File: src/ddpau_defs.vh
// Overview of operation
// [RL1] Select bit picks pointer; alternate uses other
// [RL2] Prefix inverts select, except indirect jump
// [RL3] Auto-update one post-steps pointer one
// [RL4] Auto-update zero post-steps pointer zero
// [RL5] Decrement one turns increment into decrement
// [RL6] Decrement zero turns increment into decrement
// [RL7] Config upper bits reset zero, lower undefined
// [RL8] Redirect moves via pointer one to B
// [RL9] Index disable drops accumulator from code read
// [RL10] Redirect never replaces the index accumulator
// [RL11] Circular enables per pointer
// [RL12] Two regions sized by length register
// [RL13] Increment at region top wraps to base
// [RL14] Decrement at region base wraps to top
// [RL15] Wrap applies to explicit and auto updates
// [RL16] Outside regions pointers step normally
// [RL17] Wrap applies in whichever region pointer lies
// [RL18] Software clears modes before programming routines
// [RL19] A5 90 loads constant into alternate pointer
// [RL20] A5 93 indexed code read via alternate
// [RL21] A5 A3 steps alternate pointer
// [RL22] A5 E0 external read via alternate
// [RL23] A5 F0 external write via alternate
// [RL24] Post-update after access uses original value
`ifndef DDPAU_DEFS_VH
`define DDPAU_DEFS_VH
// ----------------------------------------
// Register map (byte addresses)
// ----------------------------------------
// Printed offsets are register indices; the byte address is four times the index
`define DDPAU_IDX_PTR_CONFIG  10'h0A1
`define DDPAU_IDX_CIRC_LEN    10'h0E3
`define DDPAU_OFF_PTR_CONFIG  {`DDPAU_IDX_PTR_CONFIG, 2'b00}
`define DDPAU_OFF_CIRC_LEN    {`DDPAU_IDX_CIRC_LEN, 2'b00}
`define DDPAU_OFF_MODE        12'h100
`define DDPAU_OFF_PTR_ZERO    12'h104
`define DDPAU_OFF_PTR_ONE     12'h108
`define DDPAU_OFF_SELECT      12'h10C
// ----------------------------------------
// Field positions, reset values and region bases
// ----------------------------------------
`define DDPAU_CFG_AUTO_ONE    7
`define DDPAU_CFG_AUTO_ZERO   6
`define DDPAU_CFG_DEC_ONE     5
`define DDPAU_CFG_DEC_ZERO    4
`define DDPAU_MODE_REDIR_B    0
`define DDPAU_MODE_IDX_DIS    1
`define DDPAU_MODE_CIRC_ZERO  2
`define DDPAU_MODE_CIRC_ONE   3
`define DDPAU_CFG_RESET       4'h0
`define DDPAU_MODE_RESET      4'h0
`define DDPAU_LEN_RESET       8'h00
`define DDPAU_REGION_B_BASE   16'h0100
`define DDPAU_REGION_A_BASE   16'h0000
// ----------------------------------------
// Opcodes, instruction lengths and cycle counts
// ----------------------------------------
`define DDPAU_OP_PREFIX       8'hA5
`define DDPAU_OP_LOAD         8'h90
`define DDPAU_OP_CODE_READ    8'h93
`define DDPAU_OP_INC          8'hA3
`define DDPAU_OP_XREAD        8'hE0
`define DDPAU_OP_XWRITE       8'hF0
`define DDPAU_OP_JMP_IND      8'h73
`define DDPAU_LEN_LOAD        3'h4
`define DDPAU_LEN_SHORT       3'h2
`define DDPAU_CYC_LOAD        3'h4
`define DDPAU_CYC_CODE_READ   3'h4
`define DDPAU_CYC_INC         3'h3
`define DDPAU_CYC_XFER_FAST   3'h3
`define DDPAU_CYC_XFER_SLOW   3'h5
`endif

File: src/ddpau_top.v
// The implementer's own choice: register access over APB.
`timescale 1ns/1ps
`include "ddpau_defs.vh"
module ddpau_top (
  input  wire        ref_clk,
  input  wire        rst,
  input  wire        psel,
  input  wire        penable,
  input  wire        pwrite,
  input  wire [11:0] paddr,
  input  wire [31:0] pwdata,
  output reg  [31:0] prdata,
  output wire        pready,
  output wire        pslverr,
  input  wire        ins_valid,
  input  wire        ins_prefix,
  input  wire [7:0]  ins_opcode,
  input  wire [15:0] ins_imm,
  input  wire [7:0]  acc_value,
  input  wire        xmem_slow,
  output reg  [15:0] mem_addr,
  output reg         mem_code,
  output reg         mem_ext_rd,
  output reg         mem_ext_wr,
  output reg         use_b_reg,
  output reg         jump_valid,
  output reg  [2:0]  ins_bytes,
  output reg  [2:0]  ins_cycles,
  output reg         ins_done
);
  // ----------------------------------------
  // State
  // ----------------------------------------
  reg [3:0]  cfg_q;
  reg [3:0]  mode_q;
  reg [7:0]  len_q;
  reg [15:0] ptr0_q;
  reg [15:0] ptr1_q;
  reg        sel_q;
  wire auto_one  = cfg_q[`DDPAU_CFG_AUTO_ONE - 4];
  wire auto_zero = cfg_q[`DDPAU_CFG_AUTO_ZERO - 4];
  wire dec_one   = cfg_q[`DDPAU_CFG_DEC_ONE - 4];
  wire dec_zero  = cfg_q[`DDPAU_CFG_DEC_ZERO - 4];
  wire redir_b   = mode_q[`DDPAU_MODE_REDIR_B];
  wire idx_dis   = mode_q[`DDPAU_MODE_IDX_DIS];
  wire circ_zero = mode_q[`DDPAU_MODE_CIRC_ZERO];
  wire circ_one  = mode_q[`DDPAU_MODE_CIRC_ONE];
  // ----------------------------------------
  // APB slave, zero wait states
  // ----------------------------------------
  assign pready  = 1'b1;
  assign pslverr = 1'b0;
  wire apb_wr = psel & penable & pwrite;
  // ----------------------------------------
  // Instruction decode
  // ----------------------------------------
  wire op_load  = ins_opcode == `DDPAU_OP_LOAD;
  wire op_code  = ins_opcode == `DDPAU_OP_CODE_READ;
  wire op_inc   = ins_opcode == `DDPAU_OP_INC;
  wire op_xrd   = ins_opcode == `DDPAU_OP_XREAD;
  wire op_xwr   = ins_opcode == `DDPAU_OP_XWRITE;
  wire op_jmp   = ins_opcode == `DDPAU_OP_JMP_IND;
  // Indirect jump ignores the prefix
  wire use_one  = op_jmp ? sel_q : (sel_q ^ ins_prefix); // [RL1] [RL2]
  wire [15:0] ptr_cur = use_one ? ptr1_q : ptr0_q;
  wire dec_cur  = use_one ? dec_one : dec_zero;
  wire circ_cur = use_one ? circ_one : circ_zero;
  wire auto_cur = use_one ? auto_one : auto_zero;
  wire access   = op_code | op_xrd | op_xwr;
  wire step     = ins_valid & (op_inc | (access & auto_cur)); // [RL3] [RL4] [RL15]
  // ----------------------------------------
  // Step with circular wrap
  // ----------------------------------------
  wire [15:0] top_a = {8'h00, len_q};
  wire [15:0] top_b = `DDPAU_REGION_B_BASE | {8'h00, len_q};
  reg  [15:0] ptr_next;
  always @* begin
    ptr_next = dec_cur ? ptr_cur - 16'h0001 : ptr_cur + 16'h0001; // [RL5] [RL6] [RL16]
    if (circ_cur) begin // [RL11] [RL17]
      if (!dec_cur && ptr_cur == top_a)
        ptr_next = `DDPAU_REGION_A_BASE; // [RL12] [RL13]
      else if (!dec_cur && ptr_cur == top_b)
        ptr_next = `DDPAU_REGION_B_BASE; // [RL13]
      else if (dec_cur && ptr_cur == `DDPAU_REGION_A_BASE)
        ptr_next = top_a; // [RL14]
      else if (dec_cur && ptr_cur == `DDPAU_REGION_B_BASE)
        ptr_next = top_b; // [RL14]
    end
  end
  // ----------------------------------------
  // Registers
  // ----------------------------------------
  always @(posedge ref_clk) begin
    if (rst) begin
      cfg_q  <= `DDPAU_CFG_RESET; // [RL7]
      mode_q <= `DDPAU_MODE_RESET;
      len_q  <= `DDPAU_LEN_RESET;
      ptr0_q <= 16'h0000;
      ptr1_q <= 16'h0000;
      sel_q  <= 1'b0;
    end else begin
      if (apb_wr) begin
        if (paddr == `DDPAU_OFF_PTR_CONFIG)
          cfg_q <= pwdata[7:4];
        else if (paddr == `DDPAU_OFF_CIRC_LEN)
          len_q <= pwdata[7:0];
        else if (paddr == `DDPAU_OFF_MODE)
          mode_q <= pwdata[3:0];
        else if (paddr == `DDPAU_OFF_SELECT)
          sel_q <= pwdata[0];
      end
      // Core instruction outranks a bus write to the same pointer
      if (apb_wr && paddr == `DDPAU_OFF_PTR_ZERO)
        ptr0_q <= pwdata[15:0];
      if (apb_wr && paddr == `DDPAU_OFF_PTR_ONE)
        ptr1_q <= pwdata[15:0];
      if (ins_valid && op_load) begin
        if (use_one)
          ptr1_q <= ins_imm; // [RL19]
        else
          ptr0_q <= ins_imm;
      end else if (step) begin
        // Access below already used the old value
        if (use_one)
          ptr1_q <= ptr_next; // [RL24]
        else
          ptr0_q <= ptr_next;
      end
    end
  end
  // ----------------------------------------
  // Access outputs, one cycle after issue
  // ----------------------------------------
  always @(posedge ref_clk) begin
    if (rst) begin
      mem_addr   <= 16'h0000;
      mem_code   <= 1'b0;
      mem_ext_rd <= 1'b0;
      mem_ext_wr <= 1'b0;
      use_b_reg  <= 1'b0;
      jump_valid <= 1'b0;
      ins_bytes  <= 3'h0;
      ins_cycles <= 3'h0;
      ins_done   <= 1'b0;
    end else begin
      ins_done   <= ins_valid;
      mem_code   <= ins_valid & op_code; // [RL20]
      mem_ext_rd <= ins_valid & op_xrd; // [RL22]
      mem_ext_wr <= ins_valid & op_xwr; // [RL23]
      jump_valid <= ins_valid & op_jmp;
      // Accumulator stays the index even when B is the destination
      use_b_reg  <= ins_valid & access & redir_b & use_one; // [RL8] [RL10]
      if (op_code | op_jmp)
        mem_addr <= (op_code & idx_dis) ? ptr_cur : ptr_cur + {8'h00, acc_value}; // [RL9]
      else
        mem_addr <= ptr_cur;
      ins_bytes  <= op_load ? (ins_prefix ? `DDPAU_LEN_LOAD : 3'h3) :
                    (ins_prefix ? `DDPAU_LEN_SHORT : 3'h1);
      if (op_load)
        ins_cycles <= `DDPAU_CYC_LOAD;
      else if (op_code)
        ins_cycles <= `DDPAU_CYC_CODE_READ;
      else if (op_inc)
        ins_cycles <= `DDPAU_CYC_INC; // [RL21]
      else if (op_xrd | op_xwr)
        ins_cycles <= xmem_slow ? `DDPAU_CYC_XFER_SLOW : `DDPAU_CYC_XFER_FAST;
      else
        ins_cycles <= 3'h0;
    end
  end
  // ----------------------------------------
  // Read data
  // ----------------------------------------
  always @(posedge ref_clk) begin
    if (rst)
      prdata <= 32'h0000_0000;
    else if (psel && !penable && !pwrite) begin
      if (paddr == `DDPAU_OFF_PTR_CONFIG)
        prdata <= {24'h000000, cfg_q, 4'h0};
      else if (paddr == `DDPAU_OFF_CIRC_LEN)
        prdata <= {24'h000000, len_q};
      else if (paddr == `DDPAU_OFF_MODE)
        prdata <= {28'h0000000, mode_q};
      else if (paddr == `DDPAU_OFF_PTR_ZERO)
        prdata <= {16'h0000, ptr0_q};
      else if (paddr == `DDPAU_OFF_PTR_ONE)
        prdata <= {16'h0000, ptr1_q};
      else if (paddr == `DDPAU_OFF_SELECT)
        prdata <= {31'h00000000, sel_q};
      else
        prdata <= 32'h0000_0000;
    end
  end
endmodule

File: config.mk
export PLATFORM = sky130hd
export DESIGN_NAME = ddpau_top
export DESIGN_NICKNAME = d
export VERILOG_FILES = /design/src/ddpau_top.v
export VERILOG_INCLUDE_DIRS = /design/src
export SDC_FILE = /design/constraint.sdc
export NUM_CORES = 1
export LEC_CHECK = 0
export BUFFER_PORTS_ARGS = -buffer_cell sky130_fd_sc_hd__buf_2
export CORE_MARGIN = 4
export CORE_UTILIZATION = 56
export DETAILED_ROUTE_END_ITERATION = 7
export PLACE_DENSITY = 0.8
export REMOVE_ABC_BUFFERS = 1
export SLEW_MARGIN = 5
export SYNTH_ARGS = -nofsm -noshare
export SYNTH_HDL_FRONTEND = slang
export SYNTH_SLANG_ARGS = --single-unit
File: constraint.sdc
create_clock -name ref_clk -period 5.31 [get_ports ref_clk]
set_input_delay 0.2655 -clock ref_clk [delete_from_list [all_inputs] [get_ports ref_clk]]
set_output_delay 0.2655 -clock ref_clk [all_outputs]
set_load 0.01 [all_outputs]
==> results of run 1 <==
[power by group]
group / internal [W] / total [W] / switching, W
Sequential: 0.000700 / 0.000703 / 0.00000230
Clock: 0.000334 / 0.000655 / 0.000321
Combinational: 0.0000445 / 0.000121 / 0.0000764
Total: 0.00108 / 0.00148 / 0.000400
[cells in the mapped netlist (all sizes together), types with 5 or more instances]
master / instances / area, um2
nor2: 120 / 450
dfxtp: 93 / 1860
mux2i: 72 / 724
nand2: 64 / 240
clkbuf: 48 / 180
a21oi: 46 / 234
xnor2: 36 / 342
inv: 30 / 113
a221oi: 29 / 260
o21ai: 29 / 145
buf: 28 / 210
nor3: 26 / 145
ha: 19 / 238
a211oi: 16 / 120
xor2: 13 / 114
nand3: 12 / 60.1
nor4: 11 / 75.1
a22o: 10 / 87.6
a21o: 9 / 67.6
a22oi: 9 / 67.6
a31oi: 8 / 50.1
o22ai: 8 / 50.1
o211ai: 7 / 62.6
and3: 5 / 31.3
nand2b: 5 / 31.3
nand4: 5 / 31.3
nor2b: 5 / 31.3
nor3b: 5 / 42.5
o21bai: 5 / 37.5
o221ai: 5 / 43.8
[how the worst min path moves through the flow]
stage / startpoint / end / slack (ns) / cells past startpoint
2_1_floorplan: rst / ins_bytes[0] / 0.33 / 1
3_3_place_gp: prdata[0] / prdata[0] / 0.48 / 2
3_5_place_dp: prdata[5] / prdata[5] / 0.48 / 2
4_1_cts: xmem_slow / ins_cycles[1] / 0.11 / 2
5_1_grt: xmem_slow / ins_cycles[1] / 0.11 / 2
6_report: xmem_slow / ins_cycles[1] / 0.11 / 2
[per-layer routing]
metal / track usage / up-vias / share of wire
met5: 0 / - / 0
met3: 0.0514 / 71 / 0.10
li1: - / 3153 / -
met1: 0.384 / 3043 / 0.43
met4: 0.121 / 0 / 0.034
met2: 0.424 / 422 / 0.43
[through the flow]
step,util,power (W),hold slack (ns)
final,0.651,0.00148,0.111
after global routing,0.651,0.00152,0.113
after CTS,0.651,0.00148,0.107
after detailed placement,0.625,0.000837,0.479
after global placement,0.625,0.000835,0.478
after floorplan,-,0.000774,0.332
[area by class of cell]
| type | count | area share |
|---|---|---|
| clock buffers | 9 | 0.0299 |
| clock inverters | 7 | 0.00997 |
| inverters | 30 | 0.0150 |
| multi-input cells | 657 | 0.587 |
| flip-flops and latches | 93 | 0.247 |
| well taps | 143 | 0.0238 |
| repair buffers | 123 | 0.0874 |
[logic make-up after synthesis]
kind of cell | Yosys count
multiplexers | 73
AO/OA/AOI/OAI | 211
flip-flops | 93
adder cells (fa/ha/maj) | 25
XOR/XNOR | 49
buffers and inverters | 106
AND/OR/NAND/NOR | 281
other | 2
[placed cells by master (no fill, tap or decap), types with 10 or more instances in the layout]
cell type  Yosys  final
nand2_1       64     64
nand3_1       12     12
a221oi_1      28     28
xor2_1        13     13
nor3_1        23     23
buf_4         18     11
a211oi_1      16     16
ha_1          19     19
nor2_1       120    120
a22o_1        10     10
inv_1         29     29
mux2i_1       71     71
a21oi_1       45     45
nor4_1        10     10
conb_1         2     18
dfxtp_1       93     93
buf_2          6    111
xnor2_1       34     34
o21ai_0       28     28
==> flow_metrics.py, run 1 <==
metrics = {
    "critical_path": {
        "reg2reg_depth": 17,
        "max_stage_delay_ns": 0.45,
        "timing.critical_path.mode_cell": "mux2i_1",
        "required_ns": 5.53,
        "crit_cells": 19,
        "cp-startpoint": "ins_opcode[7]",
        "worst_path_max_delay_cell": "o21a_1",
        "reg2reg_to": "ptr1_q[14]",
        "critPathBufInv": 3,
        "rrSetupSlack_ns": 1.26,
        "path_cells": "buf_2 -> nand4b_1 -> o21a_1 -> xnor2_4 -> buf_12 -> mux2i_1 -> inv_1 -> ha_1 -> nand2_1 -> o31ai_1 -> a211oi_1 -> mux2i_1 -> o2111ai_2 -> o211ai_2 -> a211o_1 -> a21oi_2 -> xnor2_1 -> a221oi_2 -> nor2_1",
        "worstPathMaxFanout": 56,
        "end_kind": "flip-flop",
        "crit_type": "in2reg",
        "worstPathArrival_ns": 4.59,
        "worstReg2RegStart": "sel_q",
        "path_delay_family": "compound AO/OA/AOI/OAI gates",
        "critPathCapture": "ptr1_q[14]",
        "start_kind": "input pin",
    },
    "synth": {
        "muxShareOfSynthArea": 0.110,
        "synth-simple-area-share": 0.199,
        "yosysSeqAreaShare": 0.277,
        "synthArstFlopShare": 0,
        "ys_ff_latch": 93,
        "ys.warnings.count": 0,
        "synth_top_family_by_area": "compound AO/OA/AOI/OAI gates",
        "synth_edf_count": 0,
        "synthAdderAreaFrac": 0.0473,
        "netlist_instances": 840,
        "synth-xor-area-share": 0.0678,
        "synthesis.area_um2": 6720,
        "synth_compound_area_frac": 0.223,
        "synth_area_per_cell_um2": 8.00,
        "synth-main-ff-cell": "dfxtp_1",
        "yosysUniqueCellTypes": 74,
    },
    "timing": {
        "setup_ws_ns": 0.940,
        "report.final.slew_viol_count": 0,
        "finalCriticalPeriod_ns": 4.37,
        "fmax_ghz": 0.229,
        "slew-limit-headroom": 0.252,
        "tightestPinTransition_ns": 1.12,
        "skew_ns": 0.00703,
        "min_period_over_period": 0.823,
        "grt_setup_unrepaired": "no",
        "hold_viol_final": 0,
        "setup_viol": 0,
        "setup_tns_ns": 0,
    },
    "final_layout": {
        "layout-drive-gt1-share": 0.178,
        "multi_input_area_um2": 4420,
        "finalInstanceArea_um2": 7530,
        "final-seq-area_um2": 1860,
        "fillers": 1027,
        "syn2layout_area_growth_pct": 12.0,
        "fin_nets": 1019,
        "instances_no_fill": 1062,
        "num_antenna_cells": 0,
    },
    "route": {
        "vias": 6689,
        "dr.first_iter.drc_count": 680,
        "routed_via_density": 6.30,
        "wl_per_cell_um": 18.8,
        "antenna_left": 0,
        "drcViolationCount": 0,
        "routed_wl_mm": 20.0,
        "first_pass_iters": 6,
    },
    "pwr": {
        "pwr_density_cell_nw_per_um2": 196,
        "static-leakage-power_nw": 3.21,
        "ir_worst_vdd_mv": 0.122,
    },
    "floorplanning": {
        "initial_core_util": 0.581,
        "io_pins": 146,
        "die_area_um2": 13800,
        "die_w_um": 118,
        "die_y_um": 118,
        "core_area_um2": 11600,
        "rows": 39,
    },
    "clocking": {
        "clk_latency_ns": 0.35,
        "cts_resized": 0,
        "root_buffer": "clkbuf_16",
        "clk_pin_slew_ns": 0.08,
        "h-tree-depth": 3,
        "cts_tree": "done",
        "cts_made_buffers": 9,
        "cts_hold_buffers": 0,
        "clock_path_buffers": 2,
        "cts.sinks": 93,
        "postCtsSetupBuffers": 0,
    },
    "placement": {
        "post-place-ws_ns": 0.657,
        "gp_routability_congestion": 0.987,
        "io_buffers": 111,
        "hpwl_mm": 14.2,
        "dpl_cell_area_um2": 7230,
        "dp.cells": 1046,
    },
    "grt": {
        "track_usage": 0.278,
        "grt_overflow": 0,
        "grt_max_degree": 65,
        "antenna_found_initial": 0,
        "grt_pass1_vias": 6216,
        "grt_first_pass_wirelength_mm": 32.0,
    },
    "flow_run": {
        "max_cap_violations": 0,
    },
    "hold_path": {
        "hp-class": "in2reg",
    },
    "status": {
        "status": "completed",
    },
}
No activity file was read; power rests on OpenSTA's default activity.
==> run 2: changes to the inputs <==
- ABC_AREA: unset -> 1
- CORE_UTILIZATION: 56 -> 51
- PLACE_DENSITY: 0.8 -> 0.76
- clock period: 5.31 -> 3.8 ns (I/O delays scaled with it)
==> run 2 against run 1 <==
  * Clock skew shrank 0.0011 ns
  * Global-route usage fell by 0.28 points
  * Sequential power grew 40%
  * Clock-buffer cell count unchanged
  * Flip-flop and latch count unchanged
  * Cell area rose by 8.6%
  * Die area grew 17%
  * Utilization is 6.2 points lower
  * Register-to-register slack got worse by 0.81 ns
  * Critical path depth did not move
  * Final cell count increased by 37%
  * Worst hold slack got worse by 0.053 ns
  * Largest power group unchanged
==> flow_metrics.py, run 2 <==
metrics = {
    "clocking": {
        "root_buffer": "clkbuf_16",
        "clk_pin_slew_ns": 0.07,
        "clk_latency_ns": 0.36,
        "cts_made_buffers": 9,
        "clock_path_buffers": 2,
        "cts_tree": "done",
        "cts.sinks": 93,
        "h-tree-depth": 3,
        "cts_hold_buffers": 0,
    },
    "grt": {
        "track_usage": 0.275,
        "antenna_found_initial": 0,
        "grt_first_pass_wirelength_mm": 36.1,
        "grt_overflow": 0,
        "grt_max_degree": 58,
        "grt_pass1_vias": 7340,
    },
    "final_layout": {
        "final_core_util": 0.589,
        "layout-drive-gt1-share": 0.147,
        "syn2layout_area_growth_pct": 13.4,
        "fin_nets": 1376,
        "layout_commonest_cell": "nand2_1",
        "instances_no_fill": 1456,
        "num_antenna_cells": 0,
        "mostFrequentLayoutCells": "nand2_1 (363), inv_1 (146), a21oi_1 (123)",
    },
    "flow_run": {
        "max_cap_violations": 0,
    },
    "route": {
        "antenna_left": 0,
        "routed_via_density": 5.46,
        "dr.first_iter.drc_count": 770,
        "wl_per_cell_um": 15.2,
        "first_pass_iters": 5,
        "drcViolationCount": 0,
        "routed_wl_mm": 22.2,
        "vias": 7954,
    },
    "floorplanning": {
        "die_area_um2": 16100,
        "core_area_um2": 13900,
        "die_w_um": 127,
        "initial_core_util": 0.519,
        "rows": 43,
        "die_y_um": 127,
        "io_pins": 146,
    },
    "pwr": {
        "combPwrFrac": 0.134,
        "pwr_density_cell_nw_per_um2": 269,
        "sw_frac_of_total": 0.299,
        "p_seq_frac": 0.448,
        "switchingPower_w": 0.000657,
        "static-leakage-power_nw": 3.96,
        "ir_worst_vdd_mv": 0.254,
        "p_int_w": 0.00154,
        "pwr-share-clk": 0.418,
    },
    "timing": {
        "setup_tns_ns": 0,
        "hold_viol_final": 0,
        "report.final.slew_viol_count": 0,
        "skew_ns": 0.00593,
        "hold_ws_ns": 0.0582,
        "setup_ws_ns": 0.448,
        "setup_viol": 0,
        "min_period_over_period": 0.882,
        "tightestPinTransition_ns": 0.846,
        "grt_setup_unrepaired": "no",
        "slew-limit-headroom": 0.434,
        "finalCriticalPeriod_ns": 3.35,
        "fmax_ghz": 0.298,
    },
    "critical_path": {
        "end_kind": "flip-flop",
        "max_stage_delay_ns": 0.38,
        "rrSetupSlack_ns": 0.45,
        "worstPathMaxFanout": 15,
        "worstPathArrival_ns": 3.60,
        "reg2reg_depth": 19,
        "start_kind": "flip-flop",
        "path_delay_family": "simple AND/OR/NAND/NOR gates",
        "required_ns": 4.04,
        "worstReg2RegStart": "sel_q",
        "worst_path_max_delay_cell": "dfxtp_1",
        "critPathBufInv": 1,
        "timing.critical_path.mode_cell": "nand2_1",
        "reg2reg_to": "mem_addr[13]",
        "path_cells": "xnor2_1 -> nand2_4 -> nand2_4 -> nand2_1 -> nand2_1 -> inv_1 -> ha_1 -> a21o_1 -> a21oi_1 -> o21ai_0 -> a21oi_1 -> o21bai_1 -> nand2_1 -> nand2_1 -> nand2_1 -> nor2_1 -> nand3_1 -> o21ai_0 -> a21oi_1",
        "crit_type": "reg2reg",
    },
    "status": {
        "status": "completed",
    },
    "synth": {
        "synth_compound_area_frac": 0.223,
        "synth_top_area_frac": 0.258,
        "synth-xor-area-share": 0.0146,
        "muxShareOfSynthArea": 0,
        "synth.area.top_cells": "dfxtp_1 (26%), nand2_1 (19%), a21oi_1 (8.5%)",
        "yosysSeqAreaShare": 0.258,
        "synth_edf_count": 0,
        "ys.warnings.count": 0,
        "synth_area_leader_cell": "dfxtp_1",
        "synthArstFlopShare": 0,
        "synth-simple-area-share": 0.338,
        "synthesis.area_um2": 7210,
        "synth_top_family_by_area": "simple AND/OR/NAND/NOR gates",
        "synth_most_common_cell": "nand2_1",
        "netlist_instances": 1173,
        "ys_ff_latch": 93,
        "yosysUniqueCellTypes": 49,
        "synthAdderAreaFrac": 0.0385,
        "synth-main-ff-cell": "dfxtp_1",
        "synth_area_per_cell_um2": 6.15,
        "synth_common_cells": "nand2_1 (363), inv_1 (146), a21oi_1 (123)",
    },
    "hold_path": {
        "hold-path-cell-count": 2,
        "hp-class": "in2reg",
        "worstHoldStart": "ins_opcode[4]",
        "min_to": "mem_ext_rd",
    },
    "placement": {
        "io_buffers": 111,
        "post-place-ws_ns": 0.323,
        "dp.cells": 1440,
        "hpwl_mm": 16.5,
        "gp_routability_congestion": 0.960,
    },
}
==> run 2: repair_timing <==
item / CTS / global route
gates resized for setup: 0 / 1
setup endpoints to repair: 0 / 1
setup buffers: 0 / 0
==> run 2: power groups by stage <==
stage	Combinational (W)	Clock [W]	Sequential, W
2_1_floorplan	0.000161	0	0.00101
4_1_cts	0.000292	0.000930	0.000984
3_3_place_gp	0.000287	0	0.00101
6_report	0.000296	0.000919	0.000984
3_5_place_dp	0.000290	0	0.00101
5_1_grt	0.000329	0.000968	0.000985
==> run 2: logic make-up after synthesis <==
| family | count (synthesis) |
|---|---|
| AOI/OAI and AO/OA | 279 |
| xor gates and xnor gates | 12 |
| adders and majority gates | 21 |
| buffers and inverters | 212 |
| DFF | 93 |
| other | 2 |
| and+or+nand+nor | 554 |
==> run 2: layer usage <==
| metal | wire length [um] | up-vias | track usage |
|---|---|---|---|
| li1 | - | 4013 | - |
| met2 | 9960 | 354 | 0.443 |
| met1 | 9470 | 3525 | 0.359 |
| met4 | 886 | 0 | 0.127 |
| met3 | 1860 | 62 | 0.0480 |
| met5 | 0 | - | 0 |
==> run 2: metrics by stage <==
stage                     instance area [um2]  total power [W]
after detailed placement                 7880          0.00130
after CTS                                8170          0.00221
after global routing                     8180          0.00228
after global placement                   7880          0.00129
after floorplan                          6920          0.00117
final                                    8180          0.00220
==> run 2: how the worst max path moves through the flow <==
stage / endpoint / depth (start not counted) / startpoint
after global placement: mem_addr[13] / 22 / ins_opcode[2]
after floorplan: mem_addr[13] / 19 / sel_q
final: mem_addr[13] / 19 / sel_q
after detailed placement: mem_addr[13] / 22 / ins_opcode[2]
after global routing: mem_addr[13] / 19 / sel_q
after CTS: mem_addr[13] / 19 / sel_q
==> run 2: layout make-up <==
cell class	instances	area, um2
clock buffers	9	225
clock inverters	7	68.8
fillers	1393	5700
inverters	151	567
multi-input cells	884	4500
flip-flops and latches	93	1860
well taps	180	225
repair buffers	132	726
